[config.mk]
export PLATFORM = sky130hd
export DESIGN_NAME = wtt_top
export DESIGN_NICKNAME = d
export VERILOG_FILES = /design/src/core/wtt_pkg.sv /design/src/core/wtt_top.sv /design/src/core/wtt_tick_gen.sv /design/src/core/wtt_countdown.sv
export SDC_FILE = /design/constraint.sdc
export NUM_CORES = 1
export LEC_CHECK = 0
export BUFFER_PORTS_ARGS = -buffer_cell sky130_fd_sc_hd__buf_2
export CAP_MARGIN = 10
export CORE_MARGIN = 10
export CORE_UTILIZATION = 46
export CTS_BUF_LIST = sky130_fd_sc_hd__clkbuf_16
export DETAILED_ROUTE_END_ITERATION = 6
export SYNTH_ARGS = -nofsm -noshare
export SYNTH_HDL_FRONTEND = slang
export SYNTH_HIERARCHICAL = 1
export SYNTH_SLANG_ARGS = --single-unit
export TNS_END_PERCENT = 30
[constraint.sdc]
create_clock -name aclk -period 3.8 [get_ports aclk]
set_input_delay 0.19 -clock aclk [delete_from_list [all_inputs] [get_ports aclk]]
set_output_delay 0.19 -clock aclk [all_outputs]
set_load 0.05 [all_outputs]
[src/core/wtt_pkg.sv]
/*
 * Shared constants of the guard timer and tick timers block: register
 * offsets, field positions, reset values, key codes and timing counts.
 * Assumes a 100 MHz system clock and a 32-bit AXI4-Lite register bus.
 */
package wtt_pkg;

	////////////////////////////////////////////////////////////////////////
	// Register byte offsets.
	localparam logic [7:0] OFS_GUARD      = 8'h00;
	localparam logic [7:0] OFS_TICK_DIV   = 8'h04;
	localparam logic [7:0] OFS_VALUE      = 8'h08;
	localparam logic [7:0] OFS_RELOAD     = 8'h14;
	localparam logic [7:0] OFS_CTRL       = 8'h20;
	localparam logic [7:0] OFS_INT_STATUS = 8'h2c;
	localparam logic [7:0] OFS_INT_ENABLE = 8'h30;
	localparam logic [7:0] OFS_INT_CLEAR  = 8'h34;
	localparam int         NUM_TIMERS     = 3;

	////////////////////////////////////////////////////////////////////////
	// Field positions and key codes.
	localparam int         GUARD_CAUSE_BIT  = 9;
	localparam int         GUARD_ENABLE_BIT = 8;
	localparam int         KEY_MSB          = 7;
	localparam logic [7:0] KEY_FIRST        = 8'hbe;
	localparam logic [7:0] KEY_SECOND       = 8'hef;
	localparam int         TICK_DIV_W       = 18;
	localparam int         CTRL_SINGLE_BIT  = 2;
	localparam int         CTRL_ENABLE_BIT  = 1;
	localparam int         CTRL_RELOAD_BIT  = 0;

	////////////////////////////////////////////////////////////////////////
	// Reset values.
	localparam logic [17:0] TICK_DIV_RST = 18'h061a7;
	localparam logic [31:0] VALUE_RST    = 32'h0000_0000;
	localparam logic [31:0] RELOAD_RST   = 32'h0000_0000;
	localparam logic [8:0]  GUARD_RST    = 9'h000;

	////////////////////////////////////////////////////////////////////////
	// Timing. The tick accumulator counts half base-clock periods.
	localparam int          SYS_CLK_HZ      = 100_000_000;
	localparam int          BASE_CLK_HZ     = 250_000_000;
	localparam int          ACC_W           = 20;
	localparam logic [19:0] TICK_STEP       =
		20'(2 * (BASE_CLK_HZ / 1000) / (SYS_CLK_HZ / 1000));
	localparam int          GUARD_TIMEOUT_S = 2;
	localparam int          GUARD_TIMEOUT_CYC = GUARD_TIMEOUT_S * SYS_CLK_HZ;

	////////////////////////////////////////////////////////////////////////
	// Bus answers.
	localparam logic [1:0] RESP_OKAY   = 2'h0;
	localparam logic [1:0] RESP_SLVERR = 2'h2;

	typedef enum logic {KEY_IDLE, KEY_ARMED} wtt_key_state_t;

endpackage : wtt_pkg

[src/core/wtt_top.sv]
/*
 * Guard timer, tick generator and three countdown timers behind an
 * AXI4-Lite slave, with a sticky interrupt status and one irq line.
 * Assumes the system reset logic asserts aresetn on guard_reset_req and
 * that por_resetn is held low only at power-up.
 */
// Local design decision: the AXI4-Lite slave port.
`timescale 1ns/1ps
`default_nettype none

// Functional notes
// - Bit 9 of the guard register reads whether the last reset came from the guard timer, refreshed during reset.
// - An enabled guard timer left unserviced requests a system reset two seconds after its last restart.
// - The guard enable is taken only on a completed key sequence; other writes to it do not change operation.
// - Writing the first key and then the second key restarts the guard timer and adopts that write's settings.
// - With the guard enabled, any key value other than the first or second key written after the first key requests a system reset.
// - The tick is the 250 MHz base rate divided by the 18-bit divider plus one.
// - The divider resets to the value giving one tick every 100 us.
// - The tick paces every countdown timer but not the guard timer.
// - After a divider change the tick starts a clean period of the new divider at once.
// - An enabled countdown decrements each tick, and at zero it interrupts, reloads and continues.
// - With single run set, the timer clears its enable as it interrupts.
// - Reload-now copies the reload value in, and with enable in the same write counting starts after the reload.
module wtt_top #(
	parameter int GUARD_TIMEOUT_CYCLES = wtt_pkg::GUARD_TIMEOUT_CYC
) (
	// Clock and resets.
	input  wire logic        aclk,
	input  wire logic        aresetn,
	input  wire logic        por_resetn,
	// AXI4-Lite write channels.
	input  wire logic [7:0]  s_axi_awaddr,
	input  wire logic        s_axi_awvalid,
	output var  logic        s_axi_awready,
	input  wire logic [31:0] s_axi_wdata,
	input  wire logic [3:0]  s_axi_wstrb,
	input  wire logic        s_axi_wvalid,
	output var  logic        s_axi_wready,
	output var  logic [1:0]  s_axi_bresp,
	output var  logic        s_axi_bvalid,
	input  wire logic        s_axi_bready,
	// AXI4-Lite read channels.
	input  wire logic [7:0]  s_axi_araddr,
	input  wire logic        s_axi_arvalid,
	output var  logic        s_axi_arready,
	output var  logic [31:0] s_axi_rdata,
	output var  logic [1:0]  s_axi_rresp,
	output var  logic        s_axi_rvalid,
	input  wire logic        s_axi_rready,
	// System outputs.
	output var  logic        irq,
	output var  logic        guard_reset_req
);

	localparam int N = wtt_pkg::NUM_TIMERS;

	logic        aw_hold_r, aw_hold_nxt, w_hold_r, w_hold_nxt;
	logic [7:0]  awaddr_r, awaddr_nxt;
	logic [31:0] wdata_r, wdata_nxt;
	logic [3:0]  wstrb_r, wstrb_nxt;
	logic        awready_r, awready_nxt, wready_r, wready_nxt;
	logic        bvalid_r, bvalid_nxt, arready_r, arready_nxt;
	logic        rvalid_r, rvalid_nxt;
	logic [1:0]  bresp_r, bresp_nxt, rresp_r, rresp_nxt;
	logic [31:0] rdata_r, rdata_nxt, wmask;
	logic        do_wr, wr_hit, rd_hit;
	logic [5:0]  wr_idx, rd_idx;

	logic                   key_wr, key_done, key_bad, timeout, expire;
	wtt_pkg::wtt_key_state_t key_st_r, key_st_nxt;
	logic [8:0]  guard_shadow_r, guard_shadow_nxt;
	logic        guard_en_r, guard_en_nxt;
	logic [31:0] guard_cnt_r, guard_cnt_nxt;
	logic        pend_r, pend_nxt, cause_r, cause_nxt;
	logic        req_r, req_nxt, in_rst_r;

	logic [17:0] tick_div_r, tick_div_nxt;
	logic        wr_tick_div, tick;
	logic [N-1:0] stat_r, stat_nxt, ena_r, ena_nxt, fire_vec;
	logic        irq_r, irq_nxt;

	logic [31:0] tmr_value [N];
	logic [31:0] tmr_reload [N];
	logic [N-1:0] tmr_en, tmr_single, wr_value, wr_reload, wr_ctrl;
	logic [31:0] value_in [N];
	logic [31:0] reload_in [N];
	logic [2:0]  ctrl_in [N];

	////////////////////////////////////////////////////////////////////////
	// Bus slave. Address and data are caught independently; a write is
	// done once both are held, and no new write is taken until bready.
	always_comb begin
		wr_idx      = awaddr_r[7:2];
		rd_idx      = s_axi_araddr[7:2];
		wr_hit      = wr_idx <= wtt_pkg::OFS_INT_CLEAR[7:2];
		rd_hit      = rd_idx <= wtt_pkg::OFS_INT_CLEAR[7:2];
		do_wr       = aw_hold_r && w_hold_r && !bvalid_r;
		wmask       = {{8{wstrb_r[3]}}, {8{wstrb_r[2]}},
			{8{wstrb_r[1]}}, {8{wstrb_r[0]}}};
		aw_hold_nxt = aw_hold_r;
		awaddr_nxt  = awaddr_r;
		w_hold_nxt  = w_hold_r;
		wdata_nxt   = wdata_r;
		wstrb_nxt   = wstrb_r;
		bvalid_nxt  = bvalid_r;
		bresp_nxt   = bresp_r;
		if (s_axi_awvalid && awready_r) begin
			aw_hold_nxt = 1'b1;
			awaddr_nxt  = s_axi_awaddr;
		end
		if (s_axi_wvalid && wready_r) begin
			w_hold_nxt = 1'b1;
			wdata_nxt  = s_axi_wdata;
			wstrb_nxt  = s_axi_wstrb;
		end
		if (do_wr) begin
			aw_hold_nxt = 1'b0;
			w_hold_nxt  = 1'b0;
			bvalid_nxt  = 1'b1;
			bresp_nxt   = wr_hit ? wtt_pkg::RESP_OKAY : wtt_pkg::RESP_SLVERR;
		end else if (bvalid_r && s_axi_bready) begin
			bvalid_nxt = 1'b0;
		end
		awready_nxt = !aw_hold_nxt && !bvalid_nxt;
		wready_nxt  = !w_hold_nxt && !bvalid_nxt;
	end

	// Read side: one cycle from the address handshake to rvalid.
	always_comb begin
		arready_nxt = arready_r;
		rvalid_nxt  = rvalid_r;
		rdata_nxt   = rdata_r;
		rresp_nxt   = rresp_r;
		if (s_axi_arvalid && arready_r) begin
			arready_nxt = 1'b0;
			rvalid_nxt  = 1'b1;
			rresp_nxt   = rd_hit ? wtt_pkg::RESP_OKAY : wtt_pkg::RESP_SLVERR;
			rdata_nxt   = 32'h0000_0000;
			if (rd_idx == wtt_pkg::OFS_GUARD[7:2]) begin
				rdata_nxt = {22'h000000, cause_r, guard_shadow_r};
			end
			if (rd_idx == wtt_pkg::OFS_TICK_DIV[7:2]) begin
				rdata_nxt = {14'h0000, tick_div_r};
			end
			if (rd_idx == wtt_pkg::OFS_INT_STATUS[7:2]) begin
				rdata_nxt = {29'h00000000, stat_r};
			end
			if (rd_idx == wtt_pkg::OFS_INT_ENABLE[7:2]) begin
				rdata_nxt = {29'h00000000, ena_r};
			end
			for (int i = 0; i < N; i++) begin
				if (rd_idx == wtt_pkg::OFS_VALUE[7:2] + 6'(i)) begin
					rdata_nxt = tmr_value[i];
				end
				if (rd_idx == wtt_pkg::OFS_RELOAD[7:2] + 6'(i)) begin
					rdata_nxt = tmr_reload[i];
				end
				if (rd_idx == wtt_pkg::OFS_CTRL[7:2] + 6'(i)) begin
					rdata_nxt = {29'h00000000, tmr_single[i], tmr_en[i], 1'b0};
				end
			end
		end else if (rvalid_r && s_axi_rready) begin
			rvalid_nxt  = 1'b0;
			arready_nxt = 1'b1;
		end
		// The address channel stays closed while a read answer is pending.
		arready_nxt = !rvalid_nxt;
	end

	// Bus registers.
	always_ff @(posedge aclk) begin
		if (!aresetn) begin
			aw_hold_r <= 1'b0;
			awaddr_r  <= 8'h00;
			w_hold_r  <= 1'b0;
			wdata_r   <= 32'h0000_0000;
			wstrb_r   <= 4'h0;
			awready_r <= 1'b0;
			wready_r  <= 1'b0;
			bvalid_r  <= 1'b0;
			bresp_r   <= wtt_pkg::RESP_OKAY;
			arready_r <= 1'b0;
			rvalid_r  <= 1'b0;
			rdata_r   <= 32'h0000_0000;
			rresp_r   <= wtt_pkg::RESP_OKAY;
		end else begin
			aw_hold_r <= aw_hold_nxt;
			awaddr_r  <= awaddr_nxt;
			w_hold_r  <= w_hold_nxt;
			wdata_r   <= wdata_nxt;
			wstrb_r   <= wstrb_nxt;
			awready_r <= awready_nxt;
			wready_r  <= wready_nxt;
			bvalid_r  <= bvalid_nxt;
			bresp_r   <= bresp_nxt;
			arready_r <= arready_nxt;
			rvalid_r  <= rvalid_nxt;
			rdata_r   <= rdata_nxt;
			rresp_r   <= rresp_nxt;
		end
	end

	////////////////////////////////////////////////////////////////////////
	// Guard timer. The shadow holds what software last wrote; only a full
	// key sequence moves the enable that really governs the countdown.
	always_comb begin
		key_wr           = do_wr && (wr_idx == wtt_pkg::OFS_GUARD[7:2])
			&& wstrb_r[0];
		guard_shadow_nxt = guard_shadow_r;
		if (do_wr && wr_idx == wtt_pkg::OFS_GUARD[7:2]) begin
			guard_shadow_nxt = (guard_shadow_r & ~wmask[8:0])
				| (wdata_r[8:0] & wmask[8:0]);
		end
		key_done = key_wr && key_st_r == wtt_pkg::KEY_ARMED
			&& wdata_r[wtt_pkg::KEY_MSB:0] == wtt_pkg::KEY_SECOND;
		key_bad  = key_wr && key_st_r == wtt_pkg::KEY_ARMED && guard_en_r
			&& wdata_r[wtt_pkg::KEY_MSB:0] != wtt_pkg::KEY_FIRST
			&& wdata_r[wtt_pkg::KEY_MSB:0] != wtt_pkg::KEY_SECOND;
		key_st_nxt = key_st_r;
		if (key_wr) begin
			case (wdata_r[wtt_pkg::KEY_MSB:0] == wtt_pkg::KEY_FIRST)
				1'b1: key_st_nxt = wtt_pkg::KEY_ARMED;
				default: key_st_nxt = wtt_pkg::KEY_IDLE;
			endcase
		end
		// Enable sampled only on the second key.
		guard_en_nxt = key_done ?
			guard_shadow_nxt[wtt_pkg::GUARD_ENABLE_BIT] : guard_en_r;
		// Counts system clocks, never the shared tick.
		timeout = guard_en_r
			&& guard_cnt_r == 32'(GUARD_TIMEOUT_CYCLES - 1);
		expire  = timeout || key_bad;
		guard_cnt_nxt = (key_done || !guard_en_r || expire) ?
			32'h0000_0000 : guard_cnt_r + 32'h0000_0001;
	end

	// Guard registers on the system reset.
	always_ff @(posedge aclk) begin
		if (!aresetn) begin
			key_st_r       <= wtt_pkg::KEY_IDLE;
			guard_shadow_r <= wtt_pkg::GUARD_RST;
			guard_en_r     <= 1'b0;
			guard_cnt_r    <= 32'h0000_0000;
		end else begin
			key_st_r       <= key_st_nxt;
			guard_shadow_r <= guard_shadow_nxt;
			guard_en_r     <= guard_en_nxt;
			guard_cnt_r    <= guard_cnt_nxt;
		end
	end

	// Cause flag copies the pending flag during each system reset; power-up clears both. The
	// request drops as the reset begins, so it cannot hold itself in reset.
	always_comb begin
		pend_nxt = pend_r;
		if (aresetn && expire) begin
			pend_nxt = 1'b1;
		end else if (aresetn && in_rst_r) begin
			pend_nxt = 1'b0;
		end
		req_nxt   = aresetn && (expire || req_r);
		cause_nxt = aresetn ? cause_r : pend_r;
	end

	// Power-up domain registers.
	always_ff @(posedge aclk) begin
		if (!por_resetn) begin
			pend_r   <= 1'b0;
			req_r    <= 1'b0;
			cause_r  <= 1'b0;
			in_rst_r <= 1'b0;
		end else begin
			pend_r   <= pend_nxt;
			req_r    <= req_nxt;
			cause_r  <= cause_nxt;
			in_rst_r <= !aresetn;
		end
	end

	////////////////////////////////////////////////////////////////////////
	// Tick divider, timer write decode and interrupt status.
	always_comb begin
		wr_tick_div  = do_wr && wr_idx == wtt_pkg::OFS_TICK_DIV[7:2];
		tick_div_nxt = wr_tick_div ? (tick_div_r & ~wmask[17:0])
			| (wdata_r[17:0] & wmask[17:0]) : tick_div_r;
		for (int i = 0; i < N; i++) begin
			wr_value[i]  = do_wr && wr_idx == wtt_pkg::OFS_VALUE[7:2] + 6'(i);
			wr_reload[i] = do_wr && wr_idx == wtt_pkg::OFS_RELOAD[7:2] + 6'(i);
			wr_ctrl[i]   = do_wr && wr_idx == wtt_pkg::OFS_CTRL[7:2] + 6'(i);
			value_in[i]  = (tmr_value[i] & ~wmask) | (wdata_r & wmask);
			reload_in[i] = (tmr_reload[i] & ~wmask) | (wdata_r & wmask);
			ctrl_in[i]   = ({tmr_single[i], tmr_en[i], 1'b0} & ~wmask[2:0])
				| (wdata_r[2:0] & wmask[2:0]);
		end
		ena_nxt = (do_wr && wr_idx == wtt_pkg::OFS_INT_ENABLE[7:2]
			&& wstrb_r[0]) ? wdata_r[N-1:0] : ena_r;
		// A new event outranks a clear in the same cycle.
		stat_nxt = stat_r | fire_vec;
		if (do_wr && wr_idx == wtt_pkg::OFS_INT_CLEAR[7:2] && wstrb_r[0]) begin
			stat_nxt = (stat_r & ~wdata_r[N-1:0]) | fire_vec;
		end
		irq_nxt = |(stat_r & ena_r);
	end

	// Divider and interrupt registers.
	always_ff @(posedge aclk) begin
		if (!aresetn) begin
			tick_div_r <= wtt_pkg::TICK_DIV_RST;
			stat_r     <= '0;
			ena_r      <= '0;
			irq_r      <= 1'b0;
		end else begin
			tick_div_r <= tick_div_nxt;
			stat_r     <= stat_nxt;
			ena_r      <= ena_nxt;
			irq_r      <= irq_nxt;
		end
	end

	// Shared tick; software keeps the divider at 0.1 us or slower.
	wtt_tick_gen u_tick (
		.aclk    (aclk),
		.aresetn (aresetn),
		.div     (tick_div_r),
		.restart (wr_tick_div),
		.tick    (tick)
	);

	// The same tick drives every countdown timer.
	for (genvar g = 0; g < N; g++) begin : g_tmr
		wtt_countdown u_cd (
			.aclk       (aclk),
			.aresetn    (aresetn),
			.tick       (tick),
			.wr_value   (wr_value[g]),
			.value_in   (value_in[g]),
			.wr_reload  (wr_reload[g]),
			.reload_in  (reload_in[g]),
			.wr_ctrl    (wr_ctrl[g]),
			.ctrl_in    (ctrl_in[g]),
			.value      (tmr_value[g]),
			.reload     (tmr_reload[g]),
			.enable     (tmr_en[g]),
			.single_run (tmr_single[g]),
			.fire       (fire_vec[g])
		);
	end

	assign s_axi_awready   = awready_r;
	assign s_axi_wready    = wready_r;
	assign s_axi_bvalid    = bvalid_r;
	assign s_axi_bresp     = bresp_r;
	assign s_axi_arready   = arready_r;
	assign s_axi_rvalid    = rvalid_r;
	assign s_axi_rdata     = rdata_r;
	assign s_axi_rresp     = rresp_r;
	assign irq             = irq_r;
	assign guard_reset_req = req_r;

	////////////////////////////////////////////////////////////////////////
	// Checks. The gap counter measures tick spacing for a steady divider.
	logic [19:0] gap_r;
	logic        seen_r;
	always_ff @(posedge aclk) begin
		if (!aresetn || wr_tick_div) begin
			gap_r  <= 20'h00000;
			seen_r <= 1'b0;
		end else begin
			gap_r  <= tick ? 20'h00001 : gap_r + 20'h00001;
			seen_r <= seen_r | tick;
		end
	end
endmodule : wtt_top

`default_nettype wire

[src/core/wtt_tick_gen.sv]
/*
 * Tick generator: emulates division of the 250 MHz base clock on the
 * 100 MHz system clock with a fractional accumulator.
 * Assumes the divider input is held in a register of the parent.
 */
`timescale 1ns/1ps
`default_nettype none

module wtt_tick_gen (
	// Clock and reset.
	input  wire logic        aclk,
	input  wire logic        aresetn,
	// Configuration.
	input  wire logic [17:0] div,
	input  wire logic        restart,
	// Tick out.
	output var  logic        tick
);

	logic [19:0] acc_r;
	logic [19:0] acc_nxt;
	logic [19:0] period;
	logic [19:0] sum;
	logic        tick_r;
	logic        tick_nxt;

	////////////////////////////////////////////////////////////////////////
	// Each system cycle is 2.5 base periods, so the accumulator adds five
	// half periods and fires once 2*(div+1) half periods are reached.
	always_comb begin
		period   = {1'b0, div, 1'b0} + 20'h00002;
		sum      = acc_r + wtt_pkg::TICK_STEP;
		acc_nxt  = sum;
		tick_nxt = 1'b0;
		if (restart) begin
			// A new divider starts a clean period at once.
			acc_nxt = 20'h00000;
		end else if (sum >= period) begin
			acc_nxt  = sum - period;
			tick_nxt = 1'b1;
		end
	end

	// Register stage.
	always_ff @(posedge aclk) begin
		if (!aresetn) begin
			acc_r  <= 20'h00000;
			tick_r <= 1'b0;
		end else begin
			acc_r  <= acc_nxt;
			tick_r <= tick_nxt;
		end
	end

	assign tick = tick_r;

endmodule : wtt_tick_gen

`default_nettype wire

[src/core/wtt_countdown.sv]
/*
 * One 32-bit countdown timer with reload, single run and reload-now.
 * Assumes the parent delivers byte-merged write data and a tick pulse.
 */
`timescale 1ns/1ps
`default_nettype none

module wtt_countdown (
	// Clock and reset.
	input  wire logic        aclk,
	input  wire logic        aresetn,
	// Tick and register writes.
	input  wire logic        tick,
	input  wire logic        wr_value,
	input  wire logic [31:0] value_in,
	input  wire logic        wr_reload,
	input  wire logic [31:0] reload_in,
	input  wire logic        wr_ctrl,
	input  wire logic [2:0]  ctrl_in,
	// State.
	output var  logic [31:0] value,
	output var  logic [31:0] reload,
	output var  logic        enable,
	output var  logic        single_run,
	output var  logic        fire
);

	logic [31:0] value_r;
	logic [31:0] value_nxt;
	logic [31:0] reload_r;
	logic [31:0] reload_nxt;
	logic        en_r;
	logic        en_nxt;
	logic        single_r;
	logic        single_nxt;
	logic        fire_c;

	////////////////////////////////////////////////////////////////////////
	// A software write to the value or reload-now outranks a tick.
	always_comb begin
		value_nxt  = value_r;
		reload_nxt = wr_reload ? reload_in : reload_r;
		en_nxt     = en_r;
		single_nxt = single_r;
		fire_c     = 1'b0;
		if (wr_ctrl) begin
			en_nxt     = ctrl_in[wtt_pkg::CTRL_ENABLE_BIT];
			single_nxt = ctrl_in[wtt_pkg::CTRL_SINGLE_BIT];
		end
		if (wr_value) begin
			value_nxt = value_in;
		end else if (wr_ctrl && ctrl_in[wtt_pkg::CTRL_RELOAD_BIT]) begin
			value_nxt = reload_r; // Counting starts next tick.
		end else if (en_r && tick) begin
			if (value_r == 32'h0000_0000) begin
				value_nxt = reload_r;
				fire_c    = 1'b1;
				if (single_r && !wr_ctrl) begin
					en_nxt = 1'b0;
				end
			end else begin
				value_nxt = value_r - 32'h0000_0001;
			end
		end
	end

	// Register stage.
	always_ff @(posedge aclk) begin
		if (!aresetn) begin
			value_r  <= wtt_pkg::VALUE_RST;
			reload_r <= wtt_pkg::RELOAD_RST;
			en_r     <= 1'b0;
			single_r <= 1'b0;
		end else begin
			value_r  <= value_nxt;
			reload_r <= reload_nxt;
			en_r     <= en_nxt;
			single_r <= single_nxt;
		end
	end

	assign value      = value_r;
	assign reload     = reload_r;
	assign enable     = en_r;
	assign single_run = single_r;
	assign fire       = fire_c;

endmodule : wtt_countdown

`default_nettype wire

==> load_flow_metrics.sql <==
INSERT INTO impl_metrics (metric_group, metric, value, unit) VALUES
('sta', 'rsz_0062_raised_after_global_routing', 'no', ''),
('grt', 'global_route_wire_length_before_repair', '133', 'mm'),
('detailed_routing', 'detailroute.via_count', '22900', ''),
('setup_path', 'timing.setup.critical_path_class', 'register to register', ''),
('sta', 'final.period_utilization', '93.3', '%'),
('placement', 'numPlacedInstances', '3544', ''),
('floorplan', 'die_area', '58100', 'µm²'),
('sta', 'final_max_slew_viol_count', '0', ''),
('logic_synthesis', 'async_reset_ff_share', '0', '%'),
('logic_synthesis', 'synth-warning-count', '6', ''),
('clock_network', 'cts.repair_timing.setup_buffer_count', '0', ''),
('run', 'cap_violations', '0', ''),
('placement', 'postPlaceCellArea', '23600', 'µm²'),
('clock_network', 'h-tree-depth', '2', ''),
('setup_path', 'worst_ep_required_time', '4230', 'ps'),
('setup_path', 'setup.worst_path.end_class', 'register', ''),
('setup_path', 'worst-r2r-setup-slack', '260', 'ps'),
('clock_network', 'clock_tree.root_cell', 'clkbuf_16', ''),
('layout', 'final_common_cell', 'dfxtp_1', ''),
('outcome', 'outcome', 'complete, no violations', ''),
('sta', 'time_the_worst_path_needs_with_i_o_delays_and_setup', '3540', 'ps'),
('sta', 'post-route-worst-setup-slack', '256', 'ps'),
('grt', 'antenna_found_initial', '4', ''),
('detailed_routing', 'dr.first_iter.drc_count', '2859', ''),
('setup_path', 'critPathMaxFanout', '18', ''),
('sta', 'timing.final.setup_violations', '0', ''),
('floorplan', 'die_y', '241', 'µm'),
('power_and_ir_drop', 'power.leakage', '9.62', 'nW'),
('floorplan', 'core_rows', '80', ''),
('clock_network', 'tritoncts.num_buffers', '44', ''),
('detailed_routing', 'postRouteWirelength', '89.2', 'mm'),
('sta', 'worst_slew_margin_rel', '18.8', '%'),
('setup_path', 'worst_path_dominant_cell_family', 'simple AND/OR/NAND/NOR gates', ''),
('floorplan', 'io_pins', '103', ''),
('grt', 'grt_pass1_vias', '21000', ''),
('sta', 'worstMarginPinSlew', '1220', 'ps'),
('layout', 'finish.net_count', '3110', ''),
('setup_path', 'worstPathArrival', '3970', 'ps'),
('setup_path', 'slowest_cell_delay_on_critical_path', '420', 'ps'),
('clock_network', 'clk_latency', '590', 'ps'),
('logic_synthesis', 'postSynthRegisterBits', '374', ''),
('setup_path', 'crit_path_cell_trace', 'and3_1, and3_1, nand2_1, nor2_2, nand3_1, xor2_1, ha_1, and4_1, nand4_1, a211oi_2, nor3_2, buf_4, o21ai_4, buf_12, mux2i_1, nor2_1', ''),
('detailed_routing', 'wl_per_cell', '24.3', 'µm'),
('layout', 'final_area', '25600', 'µm²'),
('logic_synthesis', 'netlist_area', '22500', 'µm²'),
('setup_path', 'cp_num_buf_inv', '2', ''),
('sta', 'whs', '41.5', 'ps'),
('floorplan', 'floorplan.initialDensity', '46.8', '%'),
('layout', 'final_layout_size_suffix_gt1_share', '10.5', '%'),
('logic_synthesis', 'post_synth.cell_area_avg', '7.67', 'µm²'),
('power_and_ir_drop', 'fin_total_pwr', '10.4', 'mW'),
('detailed_routing', 'vias_per_cell', '6.23', ''),
('power_and_ir_drop', 'power.density_cell_area', '408', 'nW/µm²'),
('logic_synthesis', 'ys_seq_area_share', '33.3', '%'),
('placement', 'place_congestion', '0.979', ''),
('sta', 'setup_total_negative_slack', '0', 'ps'),
('detailed_routing', 'drt.antenna.violating_nets', '0', ''),
('logic_synthesis', 'postSynth.topFlopCell', 'dfxtp_1', ''),
('min_path', 'holdCritPathClass', 'primary input to register', ''),
('setup_path', 'setup.worst_path.start_class', 'register', ''),
('grt', 'grt_util_all_layers', '29.9', '%'),
('layout', 'most-common-layout-cells', '370 x dfxtp_1, 295 x nor2_1, 287 x nand2_1', ''),
('placement', 'pre_cts_ws', '178', 'ps'),
('layout', 'growth_of_design_area_from_synthesis_to_finish', '13.8', '%'),
('sta', 'final.setup_skew', '24.1', 'ps'),
('power_and_ir_drop', 'vdd_ir_drop_max', '0.324', 'mV'),
('layout', 'layout.cells.non_filler', '3671', ''),
('clock_network', 'clock_sink_count', '374', ''),
('logic_synthesis', 'netlist_instances', '2932', ''),
('logic_synthesis', 'synth_enable_flop_cells', '0', ''),
('detailed_routing', 'detail_route.first_pass.iterations', '6', '');
==> cell families after synthesis <==
kind of cell / share of synthesized area [%]
adder cells (fa/ha/maj): 1.65
multiplexers: 6.26
buffers and inverters: 7.28
flip-flops: 33.3
AO/OA/AOI/OAI: 24.7
other: 0.0167
XOR/XNOR: 4.99
AND/OR/NAND/NOR: 21.8
==> per-layer routing <==
metal,vias up,track usage [%],wire length (µm)
met4,4,10.7,3030
met3,161,6.26,9490
li1,10600,-,-
met1,11000,42.9,39600
met5,-,0,24
met2,1113,43.2,37100
==> state kept, by name, summed over array words and instances, names as in the netlist, 3 cells and up, named ones only <==
register,cells
guard_cnt_r,32
ena_r,3
wdata_r,32
stat_r,3
g_tmr.u_cd/single_run,3
g_tmr.u_cd/enable,3
u_tick/acc_r,20
g_tmr.u_cd/reload,96
g_tmr.u_cd/value,96
awaddr_r,6
wstrb_r,4
s_axi_rdata,32
==> synthesized netlist by cell type, drive strengths merged (36+ instances only) <==
cell / number / area (µm²)
o21ai: 294 / 1480
a21oi: 167 / 836
nand2: 290 / 1100
xor2: 70 / 613
nand3: 116 / 596
o22ai: 36 / 225
nor3: 59 / 320
clkbuf: 123 / 463
a22oi: 103 / 783
xnor2: 58 / 508
inv: 228 / 856
mux2i: 136 / 1360
dfxtp: 374 / 7490
buf: 56 / 318
nor2: 306 / 1150
==> cell type report <==
cell class / instances / area, µm²
multi-input cells: 2152 / 13400
well taps: 615 / 769
clock buffers: 45 / 1130
fillers: 4628 / 22500
repair buffers: 221 / 1570
inverters: 228 / 856
clock inverters: 36 / 343
flip-flops and latches: 374 / 7490
==> worst reg2reg max path, delay by kind of cell (launching register included) <==
| kind | cells | cell delay (ps) |
|---|---|---|
| compound gates | 2 | 400 |
| fa+ha+maj | 1 | 370 |
| xor+xnor | 1 | 160 |
| mux | 1 | 210 |
| simple gates | 9 | 1480 |
| buf+inv | 2 | 340 |
| flops | 1 | 420 |
==> worst paths after layout <==
kind,from,endpoint,depth (start not counted)
hold reg to reg,guard_reset_req$_SDFF_PN0_,guard_reset_req$_SDFF_PN0_,2
setup reg to reg,register,u_tick/acc_r[7]$_SDFF_PP0_,16
hold / removal,aresetn,g_tmr[1].u_cd/value[3]$_SDFFE_PN0P_,3
setup / recovery,register,u_tick/acc_r[7]$_SDFF_PP0_,16
==> report_power, final <==
| part | switching, mW | leakage [nW] | total, mW | internal [mW] |
|---|---|---|---|---|
| sequential | 0.148 | 3.02 | 4.19 | 4.04 |
| clock | 1.82 | 0.752 | 4.43 | 2.62 |
| combinational | 1.09 | 5.84 | 1.81 | 0.712 |
| total | 3.06 | 9.62 | 10.4 | 7.37 |
==> timing repair <==
action / in CTS / in global routing
endpoints found under the hold margin: 50 / 0
setup endpoints to repair: 0 / 19
hold buffers: 46 / 0
resized for setup: 0 / 4
No activity file was read; power rests on OpenSTA's default activity.
